==> src/hw/tphi_pkg.sv <==
// Register map, field layout and timing constants of the time processor host interface
package tphi_pkg;
   // ==========================================================
   // Register byte offsets
   localparam logic [5:0] TPHI_OFF_LATCH   = 6'h0a;
   localparam logic [5:0] TPHI_OFF_TIME_WORD   = 6'h0c;
   localparam logic [5:0] TPHI_OFF_EVENT_TIME_FIRST_WORD  = 6'h16;
   localparam logic [5:0] TPHI_OFF_RELEASE = 6'h20;
   localparam logic [5:0] TPHI_OFF_HSHAKE  = 6'h22;
   localparam logic [5:0] TPHI_OFF_CTRL    = 6'h24;
   localparam logic [5:0] TPHI_OFF_FIFO    = 6'h27;
   localparam logic [5:0] TPHI_OFF_MASK    = 6'h28;
   localparam logic [5:0] TPHI_OFF_STATUS  = 6'h2a;
   localparam logic [5:0] TPHI_OFF_VECTOR  = 6'h2c;
   localparam logic [5:0] TPHI_OFF_LEVEL   = 6'h2e;
   // ==========================================================
   // Field positions
   localparam int TPHI_CTRL_EVT_EN   = 0;
   localparam int TPHI_CTRL_LOCKOUT  = 3;
   localparam int TPHI_HS_ACCEPT     = 0;
   localparam int TPHI_HS_RESP       = 2;
   localparam int TPHI_HS_EXEC       = 7;
   localparam int TPHI_IRQ_EVENT     = 0;
   localparam int TPHI_IRQ_PERIODIC  = 1;
   localparam int TPHI_IRQ_STROBE    = 2;
   localparam int TPHI_IRQ_EPOCH     = 3;
   localparam int TPHI_IRQ_PACKET    = 4;
   localparam int TPHI_IRQ_BITS      = 5;
   localparam int TPHI_TIME_WORDS    = 5;
   localparam int TPHI_LEVEL_BITS    = 3;
   localparam int TPHI_VECTOR_BITS   = 8;
   // ==========================================================
   // Packet framing bytes
   localparam logic [7:0] TPHI_PKT_START = 8'h01;
   localparam logic [7:0] TPHI_PKT_END   = 8'h17;
   // ==========================================================
   // Reset values
   localparam logic [15:0] TPHI_RST_WORD = 16'h0000;
   // ==========================================================
   // Timing
   localparam int TPHI_CLK_HZ       = 25_000_000;
   localparam int TPHI_DISP_ADV_MS  = 990;
   localparam int TPHI_DISP_ADV_CYC = (TPHI_CLK_HZ / 1000) * TPHI_DISP_ADV_MS;
endpackage : tphi_pkg

==> src/hw/tphi_top.sv <==
// Host register interface of the time processor
//
// Overview of operation
// - Reading the latch request register snapshots current time into holding words.
// - Control value 0x09 enables rising edge event capture plus lockout.
// - Event time reads as five words; reading release register clears lockout.
// - Mask bit 0 lets event status drive interrupt at programmed level, vector.
// - Status bits clear on writing one; bit 3 sets each epoch, bit 0 on event.
// - Processor sets handshake bit 0 on acceptance; host polls it before next packet.
// - Periodic output divides by two count-minus-one fields, synchronised to the epoch.
// - Displayed hours minutes seconds advance 990 ms into each second frame.
// - While flywheeling all display decimal points are lit.
// - Response ready sets handshake bit 2; host clears it writing bit 2.
`timescale 1ns/10ps
module tphi_top
   import tphi_pkg::*;
#(
   parameter int FIFO_DEPTH   = 64,
   parameter int DISP_ADV_CYC = TPHI_DISP_ADV_CYC
) (
   input  wire logic        SYS_CLK_I,
   input  wire logic        RST_N_I,
   input  wire logic [5:0]  BUS_ADDR_I,
   input  wire logic        BUS_RD_I,
   input  wire logic        BUS_WR_I,
   input  wire logic [15:0] BUS_WDATA_I,
   output logic      [15:0] BUS_RDATA_O,
   output logic             BUS_ACK_O,
   input  wire logic [79:0] TIME_I,
   input  wire logic        EPOCH_I,
   input  wire logic        EVENT_I,
   input  wire logic        STROBE_I,
   input  wire logic        FLYWHEEL_I,
   input  wire logic [23:0] HMS_NEXT_I,
   input  wire logic [15:0] PER_N1_I,
   input  wire logic [15:0] PER_N2_I,
   output logic             PKT_EXEC_O,
   output logic [7:0]       PKT_DATA_O,
   output logic             PKT_VALID_O,
   input  wire logic        PKT_READ_I,
   input  wire logic        PKT_ACCEPT_I,
   input  wire logic        RESP_READY_I,
   output logic             IRQ_O,
   output logic [2:0]       IRQ_LEVEL_O,
   output logic [7:0]       IRQ_VECTOR_O,
   output logic             PERIODIC_O,
   output logic [23:0]      DISP_HMS_O,
   output logic             DISP_DP_O
);
   localparam int PW = $clog2(FIFO_DEPTH + 1);
   localparam int FW = $clog2(FIFO_DEPTH);
   localparam logic [31:0] DISP_ADV = 32'(DISP_ADV_CYC);

   // ==========================================================
   // Reset release
   logic rst_s1_r;
   logic rst_n;
   always_ff @(posedge SYS_CLK_I or negedge RST_N_I) begin
      if (!RST_N_I) begin
         rst_s1_r <= 1'b0;
         rst_n    <= 1'b0;
      end else begin
         rst_s1_r <= 1'b1;
         rst_n    <= rst_s1_r;
      end
   end

   // ==========================================================
   // State
   logic [79:0]               tlatch_r, tlatch_nxt;
   logic [79:0]               evtime_r, evtime_nxt;
   logic                      locked_r, locked_nxt;
   logic                      evt_d_r, evt_d_nxt;
   logic [15:0]               ctrl_r, ctrl_nxt;
   logic [15:0]               mask_r, mask_nxt;
   logic [TPHI_IRQ_BITS-1:0]  stat_r, stat_nxt;
   logic [7:0]                vec_r, vec_nxt;
   logic [2:0]                lvl_r, lvl_nxt;
   logic                      hs_acc_r, hs_acc_nxt;
   logic                      hs_resp_r, hs_resp_nxt;
   logic                      busy_r, busy_nxt;
   logic                      end_seen_r, end_seen_nxt;
   logic [PW-1:0]             wptr_r, wptr_nxt;
   logic [PW-1:0]             rptr_r, rptr_nxt;
   logic                      exec_r, exec_nxt;
   logic [15:0]               rdata_r, rdata_nxt;
   logic                      ack_r, ack_nxt;
   logic [31:0]               frame_r, frame_nxt;
   logic [23:0]               disp_r, disp_nxt;
   logic [15:0]               pc1_r, pc1_nxt;
   logic [15:0]               pc2_r, pc2_nxt;
   logic                      per_r, per_nxt;
   logic [7:0]                pkt_data_r;
   logic [7:0]                fifo_mem [FIFO_DEPTH];
   logic                      fifo_wr;
   logic                      evt_edge;
   logic                      capture;
   logic [TPHI_IRQ_BITS-1:0]  stat_set;
   logic                      per_tick;

   // ==========================================================
   // Next state
   always_comb begin
      tlatch_nxt   = tlatch_r;
      evtime_nxt   = evtime_r;
      locked_nxt   = locked_r;
      evt_d_nxt    = EVENT_I;
      ctrl_nxt     = ctrl_r;
      mask_nxt     = mask_r;
      stat_nxt     = stat_r;
      vec_nxt      = vec_r;
      lvl_nxt      = lvl_r;
      hs_acc_nxt   = hs_acc_r;
      hs_resp_nxt  = hs_resp_r;
      busy_nxt     = busy_r;
      end_seen_nxt = end_seen_r;
      wptr_nxt     = wptr_r;
      rptr_nxt     = rptr_r;
      exec_nxt     = 1'b0;
      rdata_nxt    = rdata_r;
      ack_nxt      = BUS_RD_I | BUS_WR_I;
      frame_nxt    = frame_r + 32'h0000_0001;
      disp_nxt     = disp_r;
      pc1_nxt      = pc1_r;
      pc2_nxt      = pc2_r;
      per_nxt      = 1'b0;
      fifo_wr      = 1'b0;

      // Event edge and capture
      evt_edge = EVENT_I & ~evt_d_r;
      capture  = evt_edge & ctrl_r[TPHI_CTRL_EVT_EN] & ~(ctrl_r[TPHI_CTRL_LOCKOUT] & locked_r);
      if (capture) begin
         evtime_nxt = TIME_I;
      end

      // Periodic divider, restarted on the epoch
      per_tick = 1'b0;
      if (EPOCH_I) begin
         pc1_nxt = 16'h0000;
         pc2_nxt = 16'h0000;
      end else if (pc1_r >= PER_N1_I) begin
         pc1_nxt = 16'h0000;
         if (pc2_r >= PER_N2_I) begin
            pc2_nxt  = 16'h0000;
            per_tick = 1'b1;
         end else begin
            pc2_nxt = pc2_r + 16'h0001;
         end
      end else begin
         pc1_nxt = pc1_r + 16'h0001;
      end
      per_nxt = per_tick;

      // Display advance inside the frame
      if (EPOCH_I) begin
         frame_nxt = 32'h0000_0000;
      end
      if (frame_r == DISP_ADV) begin
         disp_nxt = HMS_NEXT_I;
      end

      // Status events
      stat_set = '0;
      stat_set[TPHI_IRQ_EVENT]    = capture;
      stat_set[TPHI_IRQ_PERIODIC] = per_tick;
      stat_set[TPHI_IRQ_STROBE]   = STROBE_I;
      stat_set[TPHI_IRQ_EPOCH]    = EPOCH_I;
      stat_set[TPHI_IRQ_PACKET]   = RESP_READY_I;

      // Processor side of the packet store
      if (PKT_READ_I && busy_r && (rptr_r != wptr_r)) begin
         rptr_nxt = rptr_r + PW'(1);
      end

      // Register writes
      if (BUS_WR_I) begin
         unique case (BUS_ADDR_I)
            TPHI_OFF_CTRL:   ctrl_nxt = BUS_WDATA_I;
            TPHI_OFF_MASK:   mask_nxt = BUS_WDATA_I;
            TPHI_OFF_VECTOR: vec_nxt  = BUS_WDATA_I[TPHI_VECTOR_BITS-1:0];
            TPHI_OFF_LEVEL:  lvl_nxt  = BUS_WDATA_I[TPHI_LEVEL_BITS-1:0];
            TPHI_OFF_STATUS: stat_nxt = stat_r & ~BUS_WDATA_I[TPHI_IRQ_BITS-1:0];
            TPHI_OFF_FIFO: begin
               if (!busy_r && (wptr_r < PW'(FIFO_DEPTH))) begin
                  fifo_wr      = 1'b1;
                  wptr_nxt     = wptr_r + PW'(1);
                  end_seen_nxt = (BUS_WDATA_I[7:0] == TPHI_PKT_END);
               end
            end
            TPHI_OFF_HSHAKE: begin
               if (BUS_WDATA_I[TPHI_HS_RESP]) begin
                  hs_resp_nxt = 1'b0;
               end
               if (BUS_WDATA_I[TPHI_HS_EXEC]) begin
                  hs_acc_nxt = 1'b0;
                  if (end_seen_r && !busy_r) begin
                     busy_nxt = 1'b1;
                     exec_nxt = 1'b1;
                  end
               end
            end
            default: ;
         endcase
      end

      // Register reads and their side effects
      if (BUS_RD_I) begin
         rdata_nxt = TPHI_RST_WORD;
         if (BUS_ADDR_I == TPHI_OFF_LATCH) begin
            tlatch_nxt = TIME_I;
         end
         if (BUS_ADDR_I == TPHI_OFF_RELEASE) begin
            locked_nxt = 1'b0;
         end
         for (int i = 0; i < TPHI_TIME_WORDS; i++) begin
            if (BUS_ADDR_I == TPHI_OFF_TIME_WORD + 6'(2 * i)) begin
               rdata_nxt = tlatch_r[79 - 16 * i -: 16];
            end
            if (BUS_ADDR_I == TPHI_OFF_EVENT_TIME_FIRST_WORD + 6'(2 * i)) begin
               rdata_nxt = evtime_r[79 - 16 * i -: 16];
            end
         end
         unique case (BUS_ADDR_I)
            TPHI_OFF_HSHAKE: begin
               rdata_nxt[TPHI_HS_ACCEPT] = hs_acc_r;
               rdata_nxt[TPHI_HS_RESP]   = hs_resp_r;
            end
            TPHI_OFF_CTRL:   rdata_nxt = ctrl_r;
            TPHI_OFF_MASK:   rdata_nxt = mask_r;
            TPHI_OFF_STATUS: rdata_nxt[TPHI_IRQ_BITS-1:0] = stat_r;
            TPHI_OFF_VECTOR: rdata_nxt[TPHI_VECTOR_BITS-1:0] = vec_r;
            TPHI_OFF_LEVEL:  rdata_nxt[TPHI_LEVEL_BITS-1:0] = lvl_r;
            default: ;
         endcase
      end

      // Hardware sets win over clears
      if (capture) begin
         locked_nxt = 1'b1;
      end
      stat_nxt = stat_nxt | stat_set;
      if (RESP_READY_I) begin
         hs_resp_nxt = 1'b1;
      end
      if (PKT_ACCEPT_I && busy_r) begin
         hs_acc_nxt   = 1'b1;
         busy_nxt     = 1'b0;
         wptr_nxt     = '0;
         rptr_nxt     = '0;
         end_seen_nxt = 1'b0;
      end
   end

   // ==========================================================
   // Registers
   always_ff @(posedge SYS_CLK_I or negedge rst_n) begin
      if (!rst_n) begin
         tlatch_r   <= '0;
         evtime_r   <= '0;
         locked_r   <= 1'b0;
         evt_d_r    <= 1'b0;
         ctrl_r     <= TPHI_RST_WORD;
         mask_r     <= TPHI_RST_WORD;
         stat_r     <= '0;
         vec_r      <= '0;
         lvl_r      <= '0;
         hs_acc_r   <= 1'b0;
         hs_resp_r  <= 1'b0;
         busy_r     <= 1'b0;
         end_seen_r <= 1'b0;
         wptr_r     <= '0;
         rptr_r     <= '0;
         exec_r     <= 1'b0;
         rdata_r    <= TPHI_RST_WORD;
         ack_r      <= 1'b0;
         frame_r    <= '0;
         disp_r     <= '0;
         pc1_r      <= '0;
         pc2_r      <= '0;
         per_r      <= 1'b0;
      end else begin
         tlatch_r   <= tlatch_nxt;
         evtime_r   <= evtime_nxt;
         locked_r   <= locked_nxt;
         evt_d_r    <= evt_d_nxt;
         ctrl_r     <= ctrl_nxt;
         mask_r     <= mask_nxt;
         stat_r     <= stat_nxt;
         vec_r      <= vec_nxt;
         lvl_r      <= lvl_nxt;
         hs_acc_r   <= hs_acc_nxt;
         hs_resp_r  <= hs_resp_nxt;
         busy_r     <= busy_nxt;
         end_seen_r <= end_seen_nxt;
         wptr_r     <= wptr_nxt;
         rptr_r     <= rptr_nxt;
         exec_r     <= exec_nxt;
         rdata_r    <= rdata_nxt;
         ack_r      <= ack_nxt;
         frame_r    <= frame_nxt;
         disp_r     <= disp_nxt;
         pc1_r      <= pc1_nxt;
         pc2_r      <= pc2_nxt;
         per_r      <= per_nxt;
      end
   end

   // ==========================================================
   // Packet byte store
   always_ff @(posedge SYS_CLK_I) begin
      if (fifo_wr) begin
         fifo_mem[wptr_r[FW-1:0]] <= BUS_WDATA_I[7:0];
      end
   end

   always_ff @(posedge SYS_CLK_I or negedge rst_n) begin
      if (!rst_n) begin
         pkt_data_r <= '0;
      end else begin
         pkt_data_r <= fifo_mem[rptr_nxt[FW-1:0]];
      end
   end

   // ==========================================================
   // Outputs
   assign BUS_RDATA_O  = rdata_r;
   assign BUS_ACK_O    = ack_r;
   assign PKT_EXEC_O   = exec_r;
   assign PKT_DATA_O   = pkt_data_r;
   assign PKT_VALID_O  = busy_r & (rptr_r != wptr_r);
   assign IRQ_O        = |(stat_r & mask_r[TPHI_IRQ_BITS-1:0]);
   assign IRQ_LEVEL_O  = lvl_r;
   assign IRQ_VECTOR_O = vec_r;
   assign PERIODIC_O   = per_r;
   assign DISP_HMS_O   = disp_r;
   assign DISP_DP_O    = FLYWHEEL_I;
endmodule : tphi_top

==> config.mk <==
export PLATFORM = sky130hd
export DESIGN_NAME = tphi_top
export DESIGN_NICKNAME = d
export VERILOG_FILES = /design/src/hw/tphi_pkg.sv /design/src/hw/tphi_top.sv
export SDC_FILE = /design/constraint.sdc
export NUM_CORES = 1
export LEC_CHECK = 0
export BUFFER_PORTS_ARGS = -buffer_cell sky130_fd_sc_hd__buf_2
export CELL_PAD_IN_SITES_DETAIL_PLACEMENT = 1
export CELL_PAD_IN_SITES_GLOBAL_PLACEMENT = 1
export CORE_UTILIZATION = 56
export CTS_BUF_LIST = sky130_fd_sc_hd__clkbuf_4 sky130_fd_sc_hd__clkbuf_8
export DETAILED_ROUTE_END_ITERATION = 8
export PLACE_DENSITY = 0.85
export SLEW_MARGIN = 0
export SYNTH_ARGS = -nofsm -noshare
export SYNTH_HDL_FRONTEND = slang
export SYNTH_SLANG_ARGS = --single-unit
==> constraint.sdc <==
create_clock -name SYS_CLK_I -period 21.3 [get_ports SYS_CLK_I]
set_input_delay 2.13 -clock SYS_CLK_I [delete_from_list [all_inputs] [get_ports SYS_CLK_I]]
set_output_delay 2.13 -clock SYS_CLK_I [all_outputs]
set_load 0.02 [all_outputs]
### After elaboration in Yosys (flattened, before gate mapping)

Memory sizes are Yosys's and may differ from the RTL's. A register that Yosys moved wholly into a read port is not among the register bits.
Index checks and enable logic that the tools add are counted.
W data, S select, Z words.

| storage, ports and cells | value |
|---|---|
| bits of input ports | 169 |
| memories kept | 1 |
| memory bits (writable) | 512 |
| logic and storage cells | 162 |
| register bits after elaboration | 337 |

Memories:

| name | depth | width | read ports | clocked after Yosys merged registers in | write ports | RTL line | source |
|---|---|---|---|---|---|---|---|
| fifo_mem | 64 | 8 | 1 | 1 | 1 | tphi_top.sv:94 | `logic [7:0] fifo_mem [FIFO_DEPTH];` |

| operators by class | value |
|---|---|
| equal/unequal tests | 22 |
| order comparisons | 3 |
| reductions and logical operators | 31 |
| $add $sub $neg | 5 |
| bitwise operators | 12 |
| mux-type cells | 62 |

Operators by type and width:

| operator | count |
|---|---|
| $mux W16 | 15 |
| $eq A6 B5 Y1 const B | 8 |
| $eq A6 B6 Y1 const B | 8 |
| $mux W7 | 6 |
| $add A16 B1 Y16 const B | 2 |
| $add A32 B1 Y32 const B | 1 |
| $eq A32 B25 Y1 const B | 1 |
| $ge A16 B16 Y1 | 2 |
| $mux W1 | 32 |
| $mux W32 | 1 |
| $reduce_bool A2 Y1 | 13 |
| $eq A6 B4 Y1 const B | 3 |
| $pmux W8 S2 | 1 |
| $add A7 B1 Y7 const B | 2 |
| $pmux W1 S6 | 2 |
| $reduce_and A2 Y1 | 6 |
| $and A5 B5 Y5 | 2 |
| $mux W5 | 2 |
| $pmux W3 S3 | 1 |
| $reduce_and A3 Y1 | 3 |
| $eq A8 B5 Y1 const B | 1 |
| $pmux W2 S4 | 1 |
| $lt A7 B7 Y1 const B | 1 |
| $ne A7 B7 Y1 | 1 |
| 10 further kinds | 20 |

### Logic depth before layout (Yosys ltp)

Gate-level depths: netlist (run 1).

| logic depth | value |
|---|---|
| depth in word-level cells | 12 |
| depth in mapped cells | 15 |

### Worst setup path after synthesis (run 1)

OpenSTA, ideal clock, no wires.

| path | value |
|---|---|
| path kind | input to register |
| start point | in BUS_ADDR_I[0] |
| end point | mem fifo_mem[31][0] (enable) |
| library setup time | 0.374 ns |
| cell stages on the path | 7 |
| buffers on the path | 2 |
| path slack | 16.645 ns |
| data required time | 20.926 ns |
| data arrival time | 4.281 ns |
| cell sequence | clkbuf_1 nand2_1 nor4_1 and2_0 clkbuf_1 nand3_1 nor2_1 |

| between the ends | value |
|---|---|
| longest elaborated chain between the ends | 5 |

RTL lines:

| item | RTL line | source |
|---|---|---|
| from (decl) | tphi_top.sv:23 | `input wire logic [5:0] BUS_ADDR_I,` |
| $eq A6 B6 Y1 | tphi_top.sv:177 | `unique case (BUS_ADDR_I)` |
| $mux W1 | tphi_top.sv:177 |  |
| $mux W1 | tphi_top.sv:176 | `if (BUS_WR_I) begin` |
| $mux W1 | tphi_top.sv:311 | `if (fifo_wr) begin` |
| $mux W1 (not written as such) | tphi_top.sv:312 | `fifo_mem[wptr_r[FW-1:0]] <= BUS_WDATA_I[7:0];` |
| to (decl) | tphi_top.sv:94 |  |

No other way between the ends.

### Worst setup path after layout (run 1)

| path | value |
|---|---|
| start point | in PKT_READ_I |
| end point | reg pkt_data_r[0], in the netlist PKT_DATA_O[0], read port of fifo_mem |

| between the ends | value |
|---|---|
| longest elaborated chain between the ends | 4 |

RTL lines:

| item | RTL line | source |
|---|---|---|
| from (decl) | tphi_top.sv:40 | `input wire logic PKT_READ_I,` |
| $logic_and A1 B1 Y1 (2 in series) | tphi_top.sv:171 | `if (PKT_READ_I && busy_r && (rptr_r != wptr_r)) begin` |
| $mux W7 | tphi_top.sv:171 |  |
| $mux W7 | tphi_top.sv:245 | `if (PKT_ACCEPT_I && busy_r) begin` |
| to (decl) | tphi_top.sv:93 | `logic [7:0] pkt_data_r;` |

No other way between the ends. The select of a mux whose other input is x is not followed.
A chain may end at the register's enable or synchronous reset.

==> flow_summary_export.csv, run 1 <==
group,metric,value,unit
hold_path,hp-start,"rst_s1_r$_DFF_PN0_",
sta,fin_crit_sh,0.244,
critical_path,worstSetupPathType,"in2reg",
synth,synth_fa_ha_area_frac,0.0130,
synth,synth_xor_area_frac,0.0139,
critical_path,critPathLaunchType,"input port",
synth,synth_top_area_share,0.421,
synth,syn_inst,2788,
global_routing,grt_pass1_wl,170000,um
synth,synth_compound_area_frac,0.0860,
critical_path,slowest_stage,"buf_4",
routing,wl_per_cell,27.8,um
synth,ys_ff_latch,857,
routing,drt-initial-drc-count,2506,
place,hpwl,72400,um
routing,postRouteAntennaNets,0,
floorplanning,placementRows,93,
cts,cts_made_buffers,142,
sta,relSlewSlack,0.194,
layout,final_cell_count_no_fill,4021,
critical_path,critical_path.endpoint_type,"register",
critical_path,slowest_delay,0.68,ns
run_status,status,"finished, final reports clean",
global_routing,grt_pass1_vias,27600,
place,place_congestion,0.894,
sta,clock_skew,0.0359,ns
layout,fin_nets,3261,
synth,yosys.area_share.simple,0.107,
pwr,power.leakage,16.7,nW
cts,cts_setup_buffers,0,
synth,synth_edf_count,512,
cts,cts_resized,0,
critical_path,worstPathRequired,21.95,ns
critical_path,cp.arrival,5.85,ns
critical_path,crit_family,"compound AO/OA/AOI/OAI gates",
sta,totalNegativeSetupSlack,0,ns
cts,cts-root-buf,"clkbuf_8",
cts,clk_path_buf_depth,3,
synth,syn_nets,2995,
critical_path,startpoint,"PKT_READ_I",
place,place_worst_setup_slack,15.44,ns
critical_path,critPathBufInv,4,
floorplanning,die_area,0.0663,mm^2
global_routing,track_usage,0.342,
routing,drt_pre_antenna_iters,6,
global_routing,grt_max_degree,83,
critical_path,r2r_start,"wptr_r[3]$_DFFE_PN0P_",
routing,vias,25500,
routing,via_per_inst,6.34,
sta,rsz0062_at_grt,"false",
floorplanning,die_y,257,um
synth,ys_top_cells_by_area,"edfxtp_1 (42%), dfrtp_1 (24%), mux2_2 (7.2%)",
cts,clock_sinks,857,
sta,layout_min_cycle_time,5.20,ns
synth,synth_mux_area_frac,0.100,
cts,clk_latency,0.81,ns
sta,setup_viol,0,
place,dp.cells,3765,
sta,worstMarginPinSlew,1.21,ns
floorplanning,io_pins,234,
cts,ctsHoldBuffers,0,
routing,drt_drc_violations_left,0,
synth,ys_types,78,
routing,routed_wirelength,112000,um
synth,ys_warn_count,0,
place,numPortBuffers,231,
layout,area_delta_synth_final,12.9,%
cts,clkTransAtPathRegs,0.07,ns
critical_path,cp_common_cell,"buf_4",
synth,synth_top_area_cell,"edfxtp_1",
floorplanning,coreArea,0.0645,mm^2
cts,cts_tree,"built",
pwr,ir_drop,66.3,uV
critical_path,crit_fanout,74,
synth,yosysSeqAreaShare,0.657,
synth,ys.flop_type,"edfxtp_1",
sta,hold_violations,0,
place,place_area,0.0385,mm^2
layout,layout-drive-gt1-share,0.240,
layout,design_area,0.0413,mm^2
synth,avgSynthCellArea,13.1,um^2
pwr,p_per_area,86.8,mW/mm^2
global_routing,antenna_found_initial,8,
synth,async_reset_ff_frac,0.403,
global_routing,grt_overflow,0,
job,maxCapViolCount,0,
synth,synth_area,0.0365,mm^2
floorplanning,start_util,0.567,
sta,fmax,192,MHz
critical_path,path_cells,"buf_2 -> and2_1 -> o21ai_1 -> o22a_2 -> buf_4 -> inv_2 -> buf_4 -> mux2i_1 -> o22ai_1 -> a2111oi_0 -> a32o_1 -> nand4_1",
cts,cts_htree_levels,4,
floorplanning,chipWidth,257,um
sta,fin_ws,16.10,ns
sta,drv_slew,0,
hold_path,hp-class,"reg2reg",
synth,synth_top_family_by_area,"simple AND/OR/NAND/NOR gates",
[layer usage]
layer	wire length, um	track usage	vias up
met4	4770	0.154	10
li1	-	-	10900
met1	42000	0.422	13200
met3	7980	0.0665	259
met5	66	0	-
met2	56800	0.584	1140
[where the power goes]
part	total, mW	internal [mW]	switching, mW
Clock	1.44	0.773	0.671
Sequential	1.93	1.86	0.0671
Combinational	0.212	0.100	0.112
Total	3.58	2.73	0.849
[logic make-up (layout without fill, tap and decap cells)]
family	after synthesis	count (layout)
other	1	5
muxes	335	335
adders and majority gates	38	38
DFF	857	857
xor gates and xnor gates	58	58
and+or+nand+nor	859	859
AOI/OAI and AO/OA	442	442
buffers and inverters	198	572
[flip-flops by register name, summed over array words and instances (netlist names), 3 cells and up]
| name | flops |
|---|---|
| evtime_r | 80 |
| ctrl_r | 16 |
| IRQ_LEVEL_O | 3 |
| pc2_r | 16 |
| IRQ_VECTOR_O | 8 |
| mask_r | 16 |
| wptr_r | 7 |
| tlatch_r | 80 |
| DISP_HMS_O | 24 |
| PKT_DATA_O | 8 |
| BUS_RDATA_O | 16 |
| pc1_r | 16 |
| rptr_r | 7 |
| stat_r | 5 |
| fifo_mem | 512 |
| frame_r | 32 |
[through the flow]
stage / hold slack, ns / util / total power [mW]
after global placement: 0.339 / 0.597 / 2.14
after detailed placement: 0.341 / 0.597 / 2.17
after global routing: 0.397 / 0.640 / 3.68
final: 0.362 / 0.640 / 3.58
after floorplan: 0.331 / - / 2.06
after CTS: 0.369 / 0.640 / 3.60
[cell usage after synthesis, types with 12 or more instances]
| library cell | number |
|---|---|
| a21oi_1 | 92 |
| nor3_1 | 24 |
| mux2i_1 | 94 |
| nor2_1 | 198 |
| nand2_1 | 341 |
| ha_1 | 38 |
| edfxtp_1 | 512 |
| xnor2_1 | 28 |
| dfrtp_1 | 345 |
| a22oi_1 | 29 |
| a41oi_1 | 12 |
| o211ai_1 | 15 |
| a221oi_1 | 43 |
| and2_1 | 20 |
| nand3_1 | 135 |
| a21o_1 | 22 |
| nand4_1 | 45 |
| a22o_1 | 29 |
| o21ai_0 | 52 |
| mux2_2 | 232 |
| buf_2 | 29 |
| a211oi_1 | 29 |
| inv_1 | 50 |
| clkbuf_1 | 95 |
| and3_1 | 21 |
| xor2_1 | 30 |
| o22a_1 | 12 |
| o22ai_1 | 33 |
| nor2b_1 | 16 |
[cell usage in the layout, fill, tap and decap left out, types with 28 or more instances in the layout]
master,netlist,final
a22o_1,29,29
nand2_1,341,341
a22oi_1,29,29
o22ai_1,33,33
buf_4,8,36
a21oi_1,92,92
nand4_1,45,45
clkbuf_4,0,48
nor2_1,198,197
edfxtp_1,512,512
dfrtp_1,345,344
a211oi_1,29,28
inv_1,50,50
nand3_1,135,135
mux2i_1,94,94
mux2_2,232,232
a221oi_1,43,43
ha_1,38,38
xnor2_1,28,28
buf_2,29,231
xor2_1,30,30
clkbuf_8,0,153
o21ai_0,52,52
[final cells by class]
type	instances	area, um^2
sequential	857	24000
fill	6377	23200
multi-input combinational	1733	11800
clock buffer	201	2470
timing repair buffer	267	1430
tap	855	1070
clock inverter	51	325
inverter	53	201
antenna	4	10.0
[final timing paths]
kind,endpoint,slack [ns],depth (start not counted)
max,PKT_DATA_O[0]$_DFF_PN0_,16.10,12
min,rst_n$_DFF_PN0_,0.36,0
max reg2reg,PKT_DATA_O[5]$_DFF_PN0_,16.29,12
min reg2reg,rst_n$_DFF_PN0_,0.36,0
max in group asynchronous,evtime_r[35]$_DFFE_PN0P_,17.39,3
min in group asynchronous,PKT_DATA_O[2]$_DFF_PN0_,0.48,0
Note: power is estimated with default switching activity, not from simulation.
==> inputs of run 2 (changes only) <==
--- a/config.mk
+++ b/config.mk
@@ -5,13 +5,14 @@
 export SDC_FILE = /design/constraint.sdc
 export NUM_CORES = 1
 export LEC_CHECK = 0
+export ABC_AREA = 1
 export BUFFER_PORTS_ARGS = -buffer_cell sky130_fd_sc_hd__buf_2
 export CELL_PAD_IN_SITES_DETAIL_PLACEMENT = 1
 export CELL_PAD_IN_SITES_GLOBAL_PLACEMENT = 1
-export CORE_UTILIZATION = 56
+export CORE_UTILIZATION = 49
 export CTS_BUF_LIST = sky130_fd_sc_hd__clkbuf_4 sky130_fd_sc_hd__clkbuf_8
 export DETAILED_ROUTE_END_ITERATION = 8
-export PLACE_DENSITY = 0.85
+export PLACE_DENSITY = 0.79
 export SLEW_MARGIN = 0
 export SYNTH_ARGS = -nofsm -noshare
 export SYNTH_HDL_FRONTEND = slang
==> constraint.sdc (replaced) <==
create_clock -name SYS_CLK_I -period 5 [get_ports SYS_CLK_I]
set_input_delay 0.5 -clock SYS_CLK_I [delete_from_list [all_inputs] [get_ports SYS_CLK_I]]
set_output_delay 0.5 -clock SYS_CLK_I [all_outputs]
set_load 0.02 [all_outputs]
==> flow_summary_export.csv, run 2 <==
group,metric,value,unit
global_routing,antenna_found_initial,11,
synth,synth_fa_ha_area_frac,0.0120,
global_routing,grt.met1_usage,0.399,
synth,synth_compound_area_frac,0.0532,
sta,worstMarginPinSlew,1.16,ns
routing,drt-initial-drc-count,2527,
sta,whs,0.0954,ns
cts,clock_sinks,857,
floorplanning,die_y,286,um
layout,mostFrequentLayoutCells,"nand2_1 (818), inv_1 (715), nand3_1 (553)",
synth,synth_xor_area_frac,0.00488,
place,place_area,0.0415,mm^2
pwr,power.leakage,20.5,nW
global_routing,track_usage,0.310,
synth,synth_top_family_by_area,"simple AND/OR/NAND/NOR gates",
hold_path,hp-class,"in2reg",
global_routing,grt_overflow,0,
floorplanning,start_util,0.498,
critical_path,worstPathRequired,5.69,ns
cts,cts-root-buf,"clkbuf_8",
critical_path,critical_path.endpoint_type,"register",
layout,final_cell_count_no_fill,5666,
place,dp.cells,5279,
sta,layout_min_cycle_time,3.68,ns
critical_path,cp.arrival,4.37,ns
global_routing,use_met3,0.0617,
synth,synth_top_area_share,0.389,
cts,cts_tree,"built",
pwr,p_total,17.2,mW
cts,clk_latency,0.81,ns
floorplanning,io_pins,234,
layout,fin_nets,4701,
routing,drt_pre_antenna_iters,6,
routing,routed_wirelength,125000,um
run_status,status,"finished, final reports clean",
sta,rsz0062_at_grt,"false",
synth,yosys-top-cells-count,"nand2_1 (819), inv_1 (715), nand3_1 (556), edfxtp_1 (512), dfrtp_1 (345)",
synth,ys_warn_count,0,
critical_path,critPathLaunchType,"register",
global_routing,globalRouteMet2Util,0.509,
critical_path,crit_end,"PKT_DATA_O[7]$_DFF_PN0_",
critical_path,reg2reg_slack,1.32,ns
cts,cts_resized,0,
place,place_worst_setup_slack,1.32,ns
place,place_congestion,0.847,
critical_path,r2r_start,"wptr_r[5]$_DFFE_PN0P_",
sta,clock_skew,0.0429,ns
synth,synth_area,0.0395,mm^2
synth,ys_types,51,
job,maxCapViolCount,0,
critical_path,worstSetupPathType,"reg2reg",
layout,area_delta_synth_final,15.4,%
routing,wl_per_cell,22.1,um
critical_path,reg2reg_to,"PKT_DATA_O[7]$_DFF_PN0_",
synth,syn_nets,4367,
critical_path,crit_fanout,47,
floorplanning,coreArea,0.0794,mm^2
routing,vias,32100,
synth,ys.flop_type,"edfxtp_1",
place,numPortBuffers,231,
routing,drt_drc_violations_left,0,
sta,totalNegativeSetupSlack,0,ns
floorplanning,placementRows,103,
sta,setup_viol,0,
layout,layout_commonest_cell,"nand2_1",
sta,drv_slew,0,
synth,yosysSeqAreaShare,0.608,
layout,design_area,0.0456,mm^2
sta,fin_crit_sh,0.735,
cts,cts_made_buffers,145,
global_routing,grt_max_degree,129,
critical_path,worstRegToRegCells,18,
global_routing,grt_pass1_vias,34100,
synth,ys_top_cells_by_area,"edfxtp_1 (39%), dfrtp_1 (22%), nand2_1 (7.8%)",
cts,cts_htree_levels,4,
sta,fmax,272,MHz
synth,synth_top_area_cell,"edfxtp_1",
cts,ctsHoldBuffers,118,
global_routing,grt_busiest_layer,"met2",
synth,synth_edf_count,512,
place,hpwl,76600,um
layout,largest_reg_flops,512,
synth,avgSynthCellArea,9.50,um^2
synth,synth_mux_area_frac,0.00684,
layout,final_util,0.575,
synth,yosysMostFrequentCell,"nand2_1",
pwr,p_per_area,378,mW/mm^2
synth,ys_ff_latch,857,
sta,relSlewSlack,0.225,
cts,clk_path_buf_depth,3,
routing,via_per_inst,5.66,
sta,fin_ws,1.32,ns
pwr,ir_drop,254,uV
floorplanning,chipWidth,286,um
critical_path,startpoint,"wptr_r[5]$_DFFE_PN0P_",
sta,hold_violations,0,
cts,clkTransAtPathRegs,0.06,ns
routing,postRouteAntennaNets,0,
global_routing,grt_pass1_wl,196000,um
floorplanning,die_area,0.0818,mm^2
layout,layout-drive-gt1-share,0.130,
synth,syn_inst,4160,
synth,yosys.area_share.simple,0.217,
cts,cts_setup_buffers,0,
synth,async_reset_ff_frac,0.403,
==> run 2: how the worst min path moves through the flow <==
stage | slack, ns | start | cells after the start | to
final | 0.1 | BUS_WR_I | 3 | BUS_ACK_O$_DFF_PN0_
after global routing | 0.10 | BUS_WR_I | 3 | BUS_ACK_O$_DFF_PN0_
after CTS | 0.06 | BUS_WR_I | 3 | BUS_ACK_O$_DFF_PN0_
after detailed placement | 0.29 | RST_N_I | 1 | rst_s1_r$_DFF_PN0_
after global placement | 0.29 | RST_N_I | 1 | rst_s1_r$_DFF_PN0_
after floorplan | 0.20 | RST_N_I | 0 | rst_s1_r$_DFF_PN0_
==> run 2: area by class of cell <==
type                    count  area, um^2
inverters                 727        2730
well taps                1050        1310
diodes                      9        22.5
repair buffers            409        2910
fillers                  9055       33800
clock buffers             220        2680
clock inverters            40         255
multi-input cells        2354       11700
flip-flops and latches    857       24000
==> run 2: per-layer routing <==
layer  wire length (um)  vias up
met5                 33        -
met4               5080        6
met3               8920      292
met2              60700     1185
met1              50600    16000
li1                   -    14500
==> run 2: critical path, cell delays in order (launching register included) <==
cell and delay [ns]:
dfrtp_1 0.54, inv_2 0.10, nand2_1 0.09, nand2_1 0.06, nand2_2 0.09, nor2_4 0.05, nand2_4 0.09, nand2_4 0.09
nand2_8 0.29, nand3_4 0.35, inv_2 0.56, buf_12 0.32, nand2_1 0.12, nand3_1 0.12, nand3_1 0.08, nand3_1 0.09
nand3_1 0.26, nand3_1 0.17, nand2_1 0.06
==> run 2: cells by family (layout without fill, tap and decap cells) <==
| group | Yosys count | count (layout) |
|---|---|---|
| compound gates | 396 | 396 |
| xor+xnor | 22 | 22 |
| fa+ha+maj | 38 | 38 |
| buf+inv | 949 | 1396 |
| flops | 857 | 857 |
| mux | 24 | 24 |
| other cells | 1 | 10 |
| simple gates | 1873 | 1873 |
==> run 2: power by group <==
part / internal [mW] / switching [mW] / total, mW
registers: 7.97 / 0.312 / 8.28
clock network: 3.44 / 3.00 / 6.44
logic: 0.785 / 1.75 / 2.53
total: 12.2 / 5.05 / 17.2
